[src/hdl/tsm_regs.svh]
`ifndef TSM_REGS_SVH
`define TSM_REGS_SVH

// Register indexes; byte address is four times the index
`define TSM_IDX_STATUS 3'h0
`define TSM_IDX_CFG    3'h1
`define TSM_IDX_TEMP   3'h2
`define TSM_IDX_ID     3'h3
`define TSM_IDX_CRIT   3'h4
`define TSM_IDX_HYST   3'h5
`define TSM_IDX_HIGH   3'h6
`define TSM_IDX_LOW    3'h7

`define TSM_STATUS_RST 8'h80
`define TSM_CFG_RST    8'h00
`define TSM_TEMP_RST   16'h0000
`define TSM_CRIT_RST   16'h4980
`define TSM_HYST_RST   8'h05
`define TSM_HIGH_RST   16'h2000
`define TSM_LOW_RST    16'h0500

`define TSM_OP_CONT 2'h0
`define TSM_OP_ONE  2'h1
`define TSM_OP_SPS  2'h2
`define TSM_OP_SHUT 2'h3

`define TSM_CLK_KHZ      50000
`define TSM_CONT_CONV_MS 240
`define TSM_SPS_CONV_MS  60
`define TSM_SPS_IDLE_MS  940
`define TSM_WAKE_MS      1
`define TSM_FAST_MS      6

`endif

[src/hdl/tsm_pkg.sv]
package tsm_pkg;

  typedef struct packed {
    logic       res16;
    logic [1:0] op_mode;
    logic       cmp_mode;
    logic       lim_pol;
    logic       crit_pol;
    logic [1:0] fault_depth;
  } tsm_cfg_t;

  // Bit 0 critical, bit 1 upper, bit 2 lower
  typedef struct packed {
    logic low;
    logic high;
    logic crit;
  } tsm_flags_t;

  typedef enum logic [1:0] {
    TSM_WAKE,
    TSM_CONV,
    TSM_IDLE,
    TSM_SHUT
  } tsm_state_t;

endpackage

[src/hdl/tsm_seq.sv]
`timescale 1ns/10ps
`default_nettype none
`include "tsm_regs.svh"

module tsm_seq #(
  parameter int unsigned CONV_US     = `TSM_CONT_CONV_MS * 1000,
  parameter int unsigned SPS_CONV_US = `TSM_SPS_CONV_MS * 1000,
  parameter int unsigned SPS_IDLE_US = `TSM_SPS_IDLE_MS * 1000,
  parameter int unsigned WAKE_US     = `TSM_WAKE_MS * 1000,
  parameter int unsigned FAST_US     = `TSM_FAST_MS * 1000
) (
  input  wire logic       mclk,
  input  wire logic       rst_n,
  input  wire logic       tick,
  input  wire logic [1:0] op_mode,
  input  wire logic       op_wr,
  output logic            conv_done,
  output logic            shut
);
  localparam int CW = 20;
  localparam logic [CW-1:0] IDLE_LD = CW'(SPS_IDLE_US - 1);
  localparam logic [CW-1:0] CONV_LD = CW'(CONV_US - 1);
  localparam logic [CW-1:0] WAKE_LD = CW'(WAKE_US - 1);

  tsm_pkg::tsm_state_t state_r;
  tsm_pkg::tsm_state_t state_nxt;
  logic [CW-1:0]       cnt_r;
  logic [CW-1:0]       cnt_nxt;
  logic                expire;

  assign expire    = tick && (cnt_r == '0);
  assign conv_done = expire && (state_r == tsm_pkg::TSM_CONV);
  assign shut      = (state_r == tsm_pkg::TSM_SHUT);

  always_comb begin
    state_nxt = state_r;
    if (op_wr) begin
      if (op_mode == `TSM_OP_SHUT) begin
        state_nxt = tsm_pkg::TSM_SHUT;
      end else if (state_r == tsm_pkg::TSM_SHUT) begin
        state_nxt = tsm_pkg::TSM_WAKE;
      end else begin
        state_nxt = tsm_pkg::TSM_CONV;
      end
    end else if (expire) begin
      unique case (state_r)
        tsm_pkg::TSM_WAKE: state_nxt = tsm_pkg::TSM_CONV;
        tsm_pkg::TSM_CONV: begin
          if (op_mode == `TSM_OP_SPS) begin
            state_nxt = tsm_pkg::TSM_IDLE;
          end else if (op_mode == `TSM_OP_CONT) begin
            state_nxt = tsm_pkg::TSM_CONV;
          end else begin
            state_nxt = tsm_pkg::TSM_SHUT;
          end
        end
        tsm_pkg::TSM_IDLE: state_nxt = tsm_pkg::TSM_CONV;
        tsm_pkg::TSM_SHUT: state_nxt = tsm_pkg::TSM_SHUT;
      endcase
    end
  end

  // Durations are counted in microsecond ticks
  always_comb begin
    cnt_nxt = cnt_r;
    if (op_wr || expire) begin
      unique case (state_nxt)
        tsm_pkg::TSM_WAKE: cnt_nxt = WAKE_LD;
        tsm_pkg::TSM_CONV: cnt_nxt = (op_mode == `TSM_OP_SPS) ?
                                     CW'(SPS_CONV_US - 1) : CONV_LD;
        tsm_pkg::TSM_IDLE: cnt_nxt = IDLE_LD;
        tsm_pkg::TSM_SHUT: cnt_nxt = '0;
      endcase
    end else if (tick) begin
      cnt_nxt = cnt_r - 1'b1;
    end
  end

  // First conversion after reset is the short fast one
  always_ff @(posedge mclk) begin
    if (!rst_n) begin
      state_r <= tsm_pkg::TSM_CONV;
      cnt_r   <= CW'(FAST_US - 1);
    end else begin
      state_r <= state_nxt;
      cnt_r   <= cnt_nxt;
    end
  end
endmodule
`default_nettype wire

[src/hdl/tsm_core.sv]
// Our own choices: the Avalon-MM slave port and the address map.
`timescale 1ns/10ps
`default_nettype none
`include "tsm_regs.svh"

module tsm_core #(
  parameter logic [7:0]  ID_CODE     = 8'h5A, // Arbitrary value
  parameter int unsigned CONV_US     = `TSM_CONT_CONV_MS * 1000,
  parameter int unsigned SPS_CONV_US = `TSM_SPS_CONV_MS * 1000,
  parameter int unsigned SPS_IDLE_US = `TSM_SPS_IDLE_MS * 1000,
  parameter int unsigned WAKE_US     = `TSM_WAKE_MS * 1000,
  parameter int unsigned FAST_US     = `TSM_FAST_MS * 1000
) (
  input  wire logic        mclk,
  input  wire logic        rst_n,
  input  wire logic [4:0]  avs_address,
  input  wire logic        avs_read,
  input  wire logic        avs_write,
  input  wire logic [3:0]  avs_byteenable,
  input  wire logic [31:0] avs_writedata,
  output logic      [31:0] avs_readdata,
  output logic             avs_waitrequest,
  input  wire logic [15:0] adc_code,
  output logic             conv_busy,
  output logic             critical_alarm_pin_o,
  output logic             critical_alarm_pin_oe_n,
  output logic             limit_alarm_pin_o,
  output logic             limit_alarm_pin_oe_n
);
  localparam int         TICK_DIV = `TSM_CLK_KHZ / 1000;
  localparam int         TW       = 6;
  localparam logic [7:0] ST_RST   = `TSM_STATUS_RST;

  // ****************************************
  // Microsecond tick
  // ****************************************
  logic [TW-1:0] div_r;
  logic          tick;

  assign tick = (div_r == TW'(TICK_DIV - 1));

  always_ff @(posedge mclk) begin
    if (!rst_n) begin
      div_r <= '0;
    end else if (tick) begin
      div_r <= '0;
    end else begin
      div_r <= div_r + 1'b1;
    end
  end

  // ****************************************
  // Modulator word capture
  // ****************************************
  // The word counts only once two late stages agree, so a word
  // caught mid-change is never stored as a result.
  logic [15:0] code_s1_r;
  logic [15:0] code_s2_r;
  logic [15:0] code_s3_r;
  logic [15:0] code_r;

  always_ff @(posedge mclk) begin
    if (!rst_n) begin
      code_s1_r <= 16'h0000;
      code_s2_r <= 16'h0000;
      code_s3_r <= 16'h0000;
    end else begin
      code_s1_r <= adc_code;
      code_s2_r <= code_s1_r;
      code_s3_r <= code_s2_r;
    end
  end

  always_ff @(posedge mclk) begin
    if (!rst_n) begin
      code_r <= `TSM_TEMP_RST;
    end else if (code_s2_r == code_s3_r) begin
      code_r <= code_s3_r;
    end
  end

  // ****************************************
  // Avalon-MM slave
  // ****************************************
  logic       ack_r;
  logic       fire_rd;
  logic       fire_wr;
  logic [2:0] idx;

  assign idx             = avs_address[4:2];
  assign avs_waitrequest = (avs_read || avs_write) && !ack_r;
  assign fire_rd         = avs_read && ack_r;
  assign fire_wr         = avs_write && !avs_read && ack_r;

  always_ff @(posedge mclk) begin
    if (!rst_n) begin
      ack_r <= 1'b0;
    end else begin
      ack_r <= (avs_read || avs_write) && !ack_r;
    end
  end

  function automatic logic [15:0] merge16(input logic [15:0] old,
                                          input logic [31:0] wd,
                                          input logic [3:0]  be);
    merge16 = {be[1] ? wd[15:8] : old[15:8],
               be[0] ? wd[7:0]  : old[7:0]};
  endfunction

  // ****************************************
  // Configuration and limit registers
  // ****************************************
  tsm_pkg::tsm_cfg_t cfg_r;
  logic [15:0]       crit_r;
  logic [7:0]        hyst_r;
  logic [15:0]       high_r;
  logic [15:0]       low_r;
  logic              op_wr;

  assign op_wr = fire_wr && (idx == `TSM_IDX_CFG) && avs_byteenable[0];

  always_ff @(posedge mclk) begin
    if (!rst_n) begin
      cfg_r  <= `TSM_CFG_RST;
      crit_r <= `TSM_CRIT_RST;
      hyst_r <= `TSM_HYST_RST;
      high_r <= `TSM_HIGH_RST;
      low_r  <= `TSM_LOW_RST;
    end else if (fire_wr) begin
      if (op_wr) begin
        cfg_r <= avs_writedata[7:0];
      end
      if (idx == `TSM_IDX_CRIT) begin
        crit_r <= merge16(crit_r, avs_writedata, avs_byteenable);
      end
      if (idx == `TSM_IDX_HYST && avs_byteenable[0]) begin
        hyst_r <= avs_writedata[7:0];
      end
      if (idx == `TSM_IDX_HIGH) begin
        high_r <= merge16(high_r, avs_writedata, avs_byteenable);
      end
      if (idx == `TSM_IDX_LOW) begin
        low_r <= merge16(low_r, avs_writedata, avs_byteenable);
      end
    end
  end

  // ****************************************
  // Conversion sequencing
  // ****************************************
  logic       conv_done;
  logic       shut;
  logic [1:0] seq_mode;

  // A mode write steers the sequencer in its own cycle; later
  // decisions follow the stored mode, not stray bus data
  assign seq_mode = op_wr ? avs_writedata[6:5] : cfg_r.op_mode;

  tsm_seq #(
    .CONV_US     (CONV_US),
    .SPS_CONV_US (SPS_CONV_US),
    .SPS_IDLE_US (SPS_IDLE_US),
    .WAKE_US     (WAKE_US),
    .FAST_US     (FAST_US)
  ) u_seq (
    .mclk      (mclk),
    .rst_n     (rst_n),
    .tick      (tick),
    .op_mode   (seq_mode),
    .op_wr     (op_wr),
    .conv_done (conv_done),
    .shut      (shut)
  );

  assign conv_busy = !shut;

  // ****************************************
  // Limit comparison
  // ****************************************
  // One comparator set serves both a fresh result and the stored
  // value, which a mode write re-examines.
  logic [15:0]        temp_r;
  logic [15:0]        mask;
  logic [15:0]        src;
  logic signed [16:0] tv;
  logic signed [16:0] crit_m;
  logic signed [16:0] high_m;
  logic signed [16:0] low_m;
  logic signed [16:0] hy;
  tsm_pkg::tsm_flags_t over;
  logic               fault;
  logic               crit_ok;
  logic               lim_ok;

  assign mask   = cfg_r.res16 ? 16'hFFFF : 16'hFFF8;
  assign src    = (conv_done ? code_r : temp_r) & mask;
  assign tv     = $signed({src[15], src});
  assign crit_m = $signed({crit_r[15], crit_r & mask});
  assign high_m = $signed({high_r[15], high_r & mask});
  assign low_m  = $signed({low_r[15], low_r & mask});
  assign hy     = $signed({6'h00, hyst_r[3:0], 7'h00});

  assign over.crit = tv > crit_m;
  assign over.high = tv > high_m;
  assign over.low  = tv < low_m;
  assign fault     = |over;
  assign crit_ok   = tv < (crit_m - hy);
  assign lim_ok    = (tv < (high_m - hy)) && (tv > (low_m + hy));

  // ****************************************
  // Result register
  // ****************************************
  // Nothing converts in shutdown, so the last result stays put.
  always_ff @(posedge mclk) begin
    if (!rst_n) begin
      temp_r <= `TSM_TEMP_RST;
    end else if (conv_done) begin
      if (cfg_r.res16) begin
        temp_r <= code_r;
      end else begin
        temp_r <= {code_r[15:3], over};
      end
    end
  end

  // ****************************************
  // Fault queue
  // ****************************************
  logic [1:0] fq_r;
  logic       qual;

  assign qual = fault && (fq_r >= cfg_r.fault_depth);

  always_ff @(posedge mclk) begin
    if (!rst_n) begin
      fq_r <= 2'h0;
    end else if (conv_done) begin
      if (!fault) begin
        fq_r <= 2'h0;
      end else if (fq_r != 2'h3) begin
        fq_r <= fq_r + 1'b1;
      end
    end
  end

  // ****************************************
  // Alarm pins
  // ****************************************
  logic crit_act_r;
  logic lim_act_r;
  logic crit_set;
  logic lim_set;
  logic crit_clr;
  logic lim_clr;

  assign crit_set = conv_done && qual && over.crit;
  assign lim_set  = conv_done && qual && (over.high || over.low);

  // A new alarm wins over a clear in the same cycle
  always_comb begin
    if (!cfg_r.cmp_mode) begin
      crit_clr = fire_rd;
      lim_clr  = fire_rd;
    end else begin
      crit_clr = (conv_done || op_wr) && crit_ok;
      lim_clr  = (conv_done || op_wr) && lim_ok;
    end
  end

  always_ff @(posedge mclk) begin
    if (!rst_n) begin
      crit_act_r <= 1'b0;
      lim_act_r  <= 1'b0;
    end else begin
      crit_act_r <= crit_set || (crit_act_r && !crit_clr);
      lim_act_r  <= lim_set || (lim_act_r && !lim_clr);
    end
  end

  // Open drain: the pin is pulled low when the output is enabled
  logic crit_drv_r;
  logic lim_drv_r;

  always_ff @(posedge mclk) begin
    if (!rst_n) begin
      crit_drv_r <= 1'b0;
      lim_drv_r  <= 1'b0;
    end else begin
      crit_drv_r <= crit_act_r ^ cfg_r.crit_pol;
      lim_drv_r  <= lim_act_r ^ cfg_r.lim_pol;
    end
  end

  assign critical_alarm_pin_o    = 1'b0;
  assign critical_alarm_pin_oe_n = !crit_drv_r;
  assign limit_alarm_pin_o       = 1'b0;
  assign limit_alarm_pin_oe_n    = !lim_drv_r;

  // ****************************************
  // Status flags
  // ****************************************
  tsm_pkg::tsm_flags_t flag_r;
  logic                rdy_n_r;
  logic                st_rd;
  logic                op_rearm;

  assign st_rd    = fire_rd && (idx == `TSM_IDX_STATUS);
  assign op_rearm = op_wr && (cfg_r.op_mode == `TSM_OP_ONE ||
                              cfg_r.op_mode == `TSM_OP_SPS);

  always_ff @(posedge mclk) begin
    if (!rst_n) begin
      flag_r <= '0;
    end else begin
      flag_r.crit <= (conv_done && over.crit) ||
                     (flag_r.crit && !st_rd && !(conv_done && crit_ok));
      flag_r.high <= (conv_done && over.high) ||
                     (flag_r.high && !st_rd &&
                      !(conv_done && tv < (high_m - hy)));
      flag_r.low  <= (conv_done && over.low) ||
                     (flag_r.low && !st_rd &&
                      !(conv_done && tv > (low_m + hy)));
    end
  end

  always_ff @(posedge mclk) begin
    if (!rst_n) begin
      rdy_n_r <= ST_RST[7];
    end else if (conv_done) begin
      rdy_n_r <= 1'b0;
    end else if ((fire_rd && idx == `TSM_IDX_TEMP) || op_rearm) begin
      rdy_n_r <= 1'b1;
    end
  end

  // ****************************************
  // Read data
  // ****************************************
  logic [31:0] rdata_r;

  always_ff @(posedge mclk) begin
    if (!rst_n) begin
      rdata_r <= 32'h0000_0000;
    end else if (avs_read && !ack_r) begin
      unique case (idx)
        `TSM_IDX_STATUS: rdata_r <= {24'h0, rdy_n_r, flag_r, 4'h0};
        `TSM_IDX_CFG:    rdata_r <= {24'h0, cfg_r};
        `TSM_IDX_TEMP:   rdata_r <= {16'h0, temp_r};
        `TSM_IDX_ID:     rdata_r <= {24'h0, ID_CODE};
        `TSM_IDX_CRIT:   rdata_r <= {16'h0, crit_r};
        `TSM_IDX_HYST:   rdata_r <= {24'h0, hyst_r};
        `TSM_IDX_HIGH:   rdata_r <= {16'h0, high_r};
        `TSM_IDX_LOW:    rdata_r <= {16'h0, low_r};
      endcase
    end
  end

  assign avs_readdata = rdata_r;
endmodule
`default_nettype wire

[config.mk]
export PLATFORM = sky130hd
export DESIGN_NAME = tsm_core
export DESIGN_NICKNAME = d
export VERILOG_FILES = /design/src/hdl/tsm_pkg.sv /design/src/hdl/tsm_seq.sv /design/src/hdl/tsm_core.sv
export VERILOG_INCLUDE_DIRS = /design/src /design/src/hdl
export SDC_FILE = /design/constraint.sdc
export NUM_CORES = 1
export LEC_CHECK = 0
export ABC_CLOCK_PERIOD_IN_PS = 9200
export BUFFER_PORTS_ARGS = -buffer_cell sky130_fd_sc_hd__buf_2
export CORE_MARGIN = 5
export CORE_UTILIZATION = 48
export CTS_BUF_LIST = sky130_fd_sc_hd__clkbuf_8
export CTS_CLUSTER_SIZE = 30
export DETAILED_ROUTE_END_ITERATION = 8
export GPL_ROUTABILITY_DRIVEN = 0
export HOLD_SLACK_MARGIN = 0.03
export PLACE_DENSITY = 0.66
export SYNTH_ARGS = -nofsm -noshare
export SYNTH_HDL_FRONTEND = slang
export SYNTH_HIERARCHICAL = 1
export SYNTH_SLANG_ARGS = --single-unit
[constraint.sdc]
create_clock -name mclk -period 9.2 [get_ports mclk]
set_input_delay 1.38 -clock mclk [delete_from_list [all_inputs] [get_ports mclk]]
set_output_delay 1.38 -clock mclk [all_outputs]
set_load 0.1 [all_outputs]
# After elaboration in Yosys (flattened, before gate mapping)
# Cells that the tools add are included.
# Widths: inputs -> output; s select.
[classes]
n_addsub = 6
multipliers = 0
div = 0
n_lt_le_gt_ge = 7
n_eq_ne = 21
n_shift = 0
muxes = 22
bitwise = 7
reduce_logical = 75
[op_table]
columns = ["op", "n"]
rows = [
  ["$pmux 32 s8", 1],
  ["$pmux 20 s4", 1],
  ["$and 16x16->16", 4],
  ["$gt 16x17->1", 3],
  ["$lt 16x17->1", 3],
  ["$mux 20", 2],
  ["$logic_and 1x1->1", 34],
  ["$sub 17x12->17", 2],
  ["$logic_not 20->1", 1],
  ["$sub 20x1->20 const B", 1],
  ["$mux 18", 1],
  ["$reduce_and 3->1", 6],
  ["$add 17x12->17", 1],
  ["$eq 16x16->1", 1],
  ["$mux 16", 1],
  ["$mux 2", 8],
  ["$eq 2x2->1 const B", 7],
  ["$eq 3x3->1 const B", 4],
  ["$logic_not 1->1", 11],
  ["$logic_or 1x1->1", 11],
  ["$add 6x1->6 const B", 1],
  ["$eq 2x1->1 const B", 3],
  ["$eq 3x2->1 const B", 2],
  ["$eq 6x6->1 const B", 1],
  ["16 further kinds", 28],
]
[totals]
regBits = 215
latch_bits = 0
ramBits = 0
rom_bits = 0
inputBits = 61
output_inout_bits = 38
word_cells = 170
memories = 0

# Longest topological paths before layout
[depth]
ltp_word = 15
ltp_mapped = 20
ltp_nobuf = 18

# Hierarchy
# The synthesis kept the hierarchy.
[by_module_without_submodules]
columns = ["module", "instances", "cells_each", "area_each_um2", "seq_area_each_um2"]
rows = [
  ["tsm_core", 1, 1065, 9893.2, 3543.4],
  ["tsm_seq", 1, 220, 1766.7, 440.4],
]

# Worst setup path before layout
# OpenSTA, ideal clock, no wires.
[synth_path]
kind = "reg-to-reg"
startpoint = "reg div_r[0]"
endpoint = "reg fq_r[1]"
setup_time_ps = 128
arrival_ps = 4214
required_ps = 9072
path_slack_ps = 4859
stages_incl_launch_ff = 20
path_buffers = 3
period_less_slack_ps = 4341
cell_sequence = "dfxtp_1 > ha_1 > nand4b_1 > nor2_1 > clkbuf_1 > nand2_1 > or4_1 > nor4_1 > clkbuf_1 > clkbuf_1 > nand2_1 > a21boi_0 > ha_1 > and4b_1 > o21ai_0 > a21boi_0 > o31ai_1 > nand2_1 > nor3_1 > nor3b_2"
[synth_via]
elab_chain_len = 9
word_cells_on_any_way = 12
cone_classes = "order compare: 3; eq/ne: 2; mux: 2; bitwise: 1; reduce/logical: 4"
[synth_rtl]
columns = ["item", "line_no", "source"]
rows = [
  ["start: declaration", "tsm_core.sv:37", "logic [TW-1:0] div_r;"],
  ["start signal: assignment", "tsm_core.sv:48", "div_r <= div_r + 1'b1;"],
  ["$eq 6x6->1 (*)", "tsm_core.sv:40", "assign tick = (div_r == TW'(TICK_DIV - 1));"],
  ["net tick", "tsm_core.sv:38", "logic tick;"],
  ["$logic_and 1x1->1 (*)", "tsm_seq.sv:31", "assign expire = tick && (cnt_r == '0);"],
  ["$logic_and 1x1->1 (*)", "tsm_seq.sv:32", "assign conv_done = expire && (state_r == tsm_pkg::TSM_CONV);"],
  ["net conv_done", "tsm_core.sv:151", "logic conv_done;"],
  ["$mux 16", "tsm_core.sv:196", "assign src = (conv_done ? code_r : temp_r) & mask;"],
  ["$and 16x16->16", "tsm_core.sv:196", ""],
  ["$gt 16x17->1 (tied with other cells)", "tsm_core.sv:203", "assign over.crit = tv > crit_m;"],
  ["$reduce_or 3->1", "tsm_core.sv:206", "assign fault = |over;"],
  ["$ne 2x1->1 (no line)", "n/a", ""],
  ["$reduce_and 2->1 (no line)", "n/a", ""],
  ["end signal: assignment", "tsm_core.sv:241", "fq_r <= fq_r + 1'b1;"],
  ["end: declaration", "tsm_core.sv:229", "logic [1:0] fq_r;"],
]
# The timed path passes the listed nets; every way through them passes the cells marked *.
# A chain may end at the register's enable or synchronous reset.

# Worst setup path in the final report
# Ends and elaborated chain as after synthesis.

==> flow_summary.toml <==
[power_and_ir_drop]
power.density_nw_per_um2 = 137
p_total_mw = 1.72
cellLeakagePower_nw = 5.42
ir_drop_uv = 105

[routing]
detail_route.wl_per_cell_um = 18.2
vias = 9257
dr.pass1.iters = 6
vias_per_cell = 5.60
ant_nets = 0
totalWireLength_um = 30000
drc_errors = 0
drt_iter0_drc = 650

[synth]
synth_cells = 1285
ys_seq_area_frac = 0.342
ys_ff_latch = 199
synth_warnings = 6
synth_area_um2 = 11700
async_reset_ff_frac = 0
ys_dominant_reg_cell = "dfxtp_1"
syn_avg_cell_area_um2 = 9.07
synth.distinct_cells = 87
synth_edf_count = 0

[die]
core_region_area_um2 = 24100
die-area_um2 = 27500
start_util = 0.484
die_h_um = 166
die_w_um = 166
io_pins = 99
num_rows = 57

[timing]
tightest_slew_ps = 1090
setup_ws_ps = 4180
rsz0062_at_grt = "false"
finalSetupViolations = 0
final_max_slew_viol_count = 0
fin_crit_sh = 0.546
max_freq_mhz = 199
hold_ws_ps = 449
min_period_ps = 5020
hold_violations = 0
skew_ps = 22.6
maxSlewHeadroom = 0.274
fin_setup_tns_ps = 0

[clock_tree]
root_buffer = "clkbuf_8"
cts_setup_buffers = 0
cts_sinks = 199
max-clock-path-buffers = 2
holdBufCountCts = 0
tritoncts = "built"
htreeDepth = 4
cts.clk_slew.worst_paths_ps = 140
post_cts_resized = 0
cts_made_buffers = 17
clk_latency_ps = 500

[setup_path]
critPathLaunchType = "flop"
critPathMaxStageDelay_ps = 610
crit_path_end_kind = "flop"
critPathSlowestCell = "mux2i_1"
crit_type = "flop to flop"
cp_data_required_time_ps = 9640
path_max_fanout = 30
worstPathCellList = "ha_1 -> nand4b_1 -> nor2_1 -> nand2_1 -> or4_1 -> nor4_2 -> buf_4 -> mux2_2 -> ha_1 -> nand3_1 -> nor4_2 -> a221oi_1 -> o211ai_1 -> mux2i_1 -> nor3_1 -> nor3b_2"
cp_num_buf_inv = 1
critical_path_arrival_ps = 5460
cp_top_family = "simple AND/OR/NAND/NOR gates"

[cells_and_area]
final_cells = 1652
drive_gt1_frac = 0.117
multi_input_area_um2 = 7080
syn_to_final_growth_pct = 8.02
final_nets = 1481
seq_area_um2 = 3980
antenna_cells = 0
fill_cells = 2305

[global_route]
antenna_found_initial = 0
globalRouteOverflowTotal = 0
grt_use_total = 0.214
grt_pass1_wl_um = 48300
grt_max_degree = 103
first_global_vias = 8881

[place]
io_buffer_count = 60
dpl.cell_count = 1620
dp_slack_ps = 4230
hpwl_um = 22200

[min_path]
min_path_type = "flop to flop"

[flow_run]
maxCapViolCount = 0

[run_status]
status = "finished clean"
==> registers in the layout (all words and copies together) (netlist names) <==
register	cells
cfg_r	8
flag_r	3
crit_drv_r	1
avs_readdata	16
ack_r	1
div_r	6
low_r	16
code_s2_r	16
rdy_n_r	1
lim_act_r	1
temp_r	16
crit_act_r	1
lim_drv_r	1
hyst_r	8
fq_r	2
code_s3_r	16
high_r	16
crit_r	16
code_s1_r	16
u_seq/cnt_r	20
code_r	16
u_seq/state_r	2
==> routing by layer <==
metal / up-vias / GRT usage / wire length, um
li1: 4587 / - / -
met1: 4360 / 0.307 / 14600
met2: 271 / 0.341 / 13500
met3: 39 / 0.0293 / 1370
met4: 0 / 0.0592 / 603
met5: - / 0 / 0
==> placed cells by master, fill, tap and decap left out, drive strengths merged, types with 4 or more instances in the layout <==
cell	Yosys	layout
a2111oi	4	4
a211oi	9	9
a21boi	11	11
a21o	22	22
a21oi	54	54
a221oi	7	7
a22oi	13	13
a31oi	10	10
a32oi	5	5
and2	74	74
and3	5	5
buf	33	66
clkbuf	39	17
conb	1	18
dfxtp	199	199
ha	102	102
inv	79	92
mux2	23	23
mux2i	85	85
nand2	95	95
nand2b	10	10
nand3	25	25
nand4	15	15
nor2	58	58
nor2b	76	76
nor3	18	18
nor3b	5	5
nor4	18	18
o211a	8	8
o211ai	17	17
o21ai	40	40
o221ai	9	9
o22ai	9	9
o31ai	4	4
or2	4	4
or3	8	8
or4	11	11
xnor2	19	19
xor2	24	24
==> cell families (layout without fill, tap and decap cells) <==
group | Yosys count | in the layout | synth area share
AO/OA/AOI/OAI | 246 | 246 | 0.150
flip-flops | 199 | 199 | 0.342
XOR/XNOR | 43 | 43 | 0.0323
adder cells (fa/ha/maj) | 105 | 105 | 0.115
multiplexers | 110 | 110 | 0.0990
other | 1 | 18 | 0.000322
AND/OR/NAND/NOR | 430 | 430 | 0.205
buffers and inverters | 151 | 177 | 0.0574
==> worst reg2reg max path: cells and delay by family (launching register included) <==
family,cells,cell delay (ps)
fa+ha+maj,2,550
mux,2,1140
compound gates,2,260
buf+inv,1,400
flops,1,400
simple gates,9,2230
==> final timing paths <==
| check | to | slack [ps] | cells past startpoint | start |
|---|---|---|---|---|
| setup reg to reg | fq_r[1] | 4180 | 16 | div_r[0] |
| setup / recovery | fq_r[1] | 4180 | 16 | div_r[0] |
| hold / removal | code_s2_r[6] | 450 | 1 | code_s1_r[6] |
| hold reg to reg | code_s2_r[6] | 450 | 1 | code_s1_r[6] |
==> report_power, final <==
| part | total (mW) | internal (mW) | switching [mW] |
|---|---|---|---|
| combinational | 0.171 | 0.0425 | 0.128 |
| clock | 0.662 | 0.239 | 0.422 |
| sequential | 0.889 | 0.878 | 0.0106 |
==> final cells by class <==
type	count	area share
clock buffer	17	0.0186
tap	324	0.0322
clock inverter	15	0.0199
multi-input combinational	952	0.562
sequential	199	0.316
inverter	79	0.0235
timing repair buffer	66	0.0276
==> synth_stat cells (all sizes together) (3+ instances only) <==
library cell	instances	share of area
nand3	25	0.011
a21o	22	0.014
a221oi	7	0.0053
nand4	15	0.0080
a22oi	13	0.0084
o22ai	9	0.0060
o21ai	40	0.018
clkbuf	39	0.013
or2	4	0.0021
or4	11	0.0077
a211oi	9	0.0058
o211ai	17	0.011
o221ai	9	0.0068
mux2i	85	0.073
a21oi	54	0.024
a32oi	5	0.0038
fa	3	0.0052
xnor2	19	0.014
nor3b	5	0.0036
and3	5	0.0031
nor3	18	0.0077
and2	74	0.040
inv	79	0.025
nor4	18	0.014
ha	102	0.11
nand4b	3	0.0023
o211a	8	0.0069
mux2	23	0.022
nand2b	10	0.0054
dfxtp	199	0.34
a2111oi	4	0.0053
buf	33	0.019
or3	8	0.0047
xor2	24	0.018
o31ai	4	0.0026
nor2	58	0.020
o21a	3	0.0019
nor2b	76	0.041
a31oi	10	0.0054
nand2	95	0.031
a21boi	11	0.0071
==> per-stage QoR <==
step / cell area (um^2) / utilization
floorplan: 11700 / -
global placement: 12100 / 0.502
detailed placement: 12100 / 0.502
CTS: 12600 / 0.522
global route: 12600 / 0.522
finish: 12600 / 0.522
No activity file was read; power rests on OpenSTA's default activity.
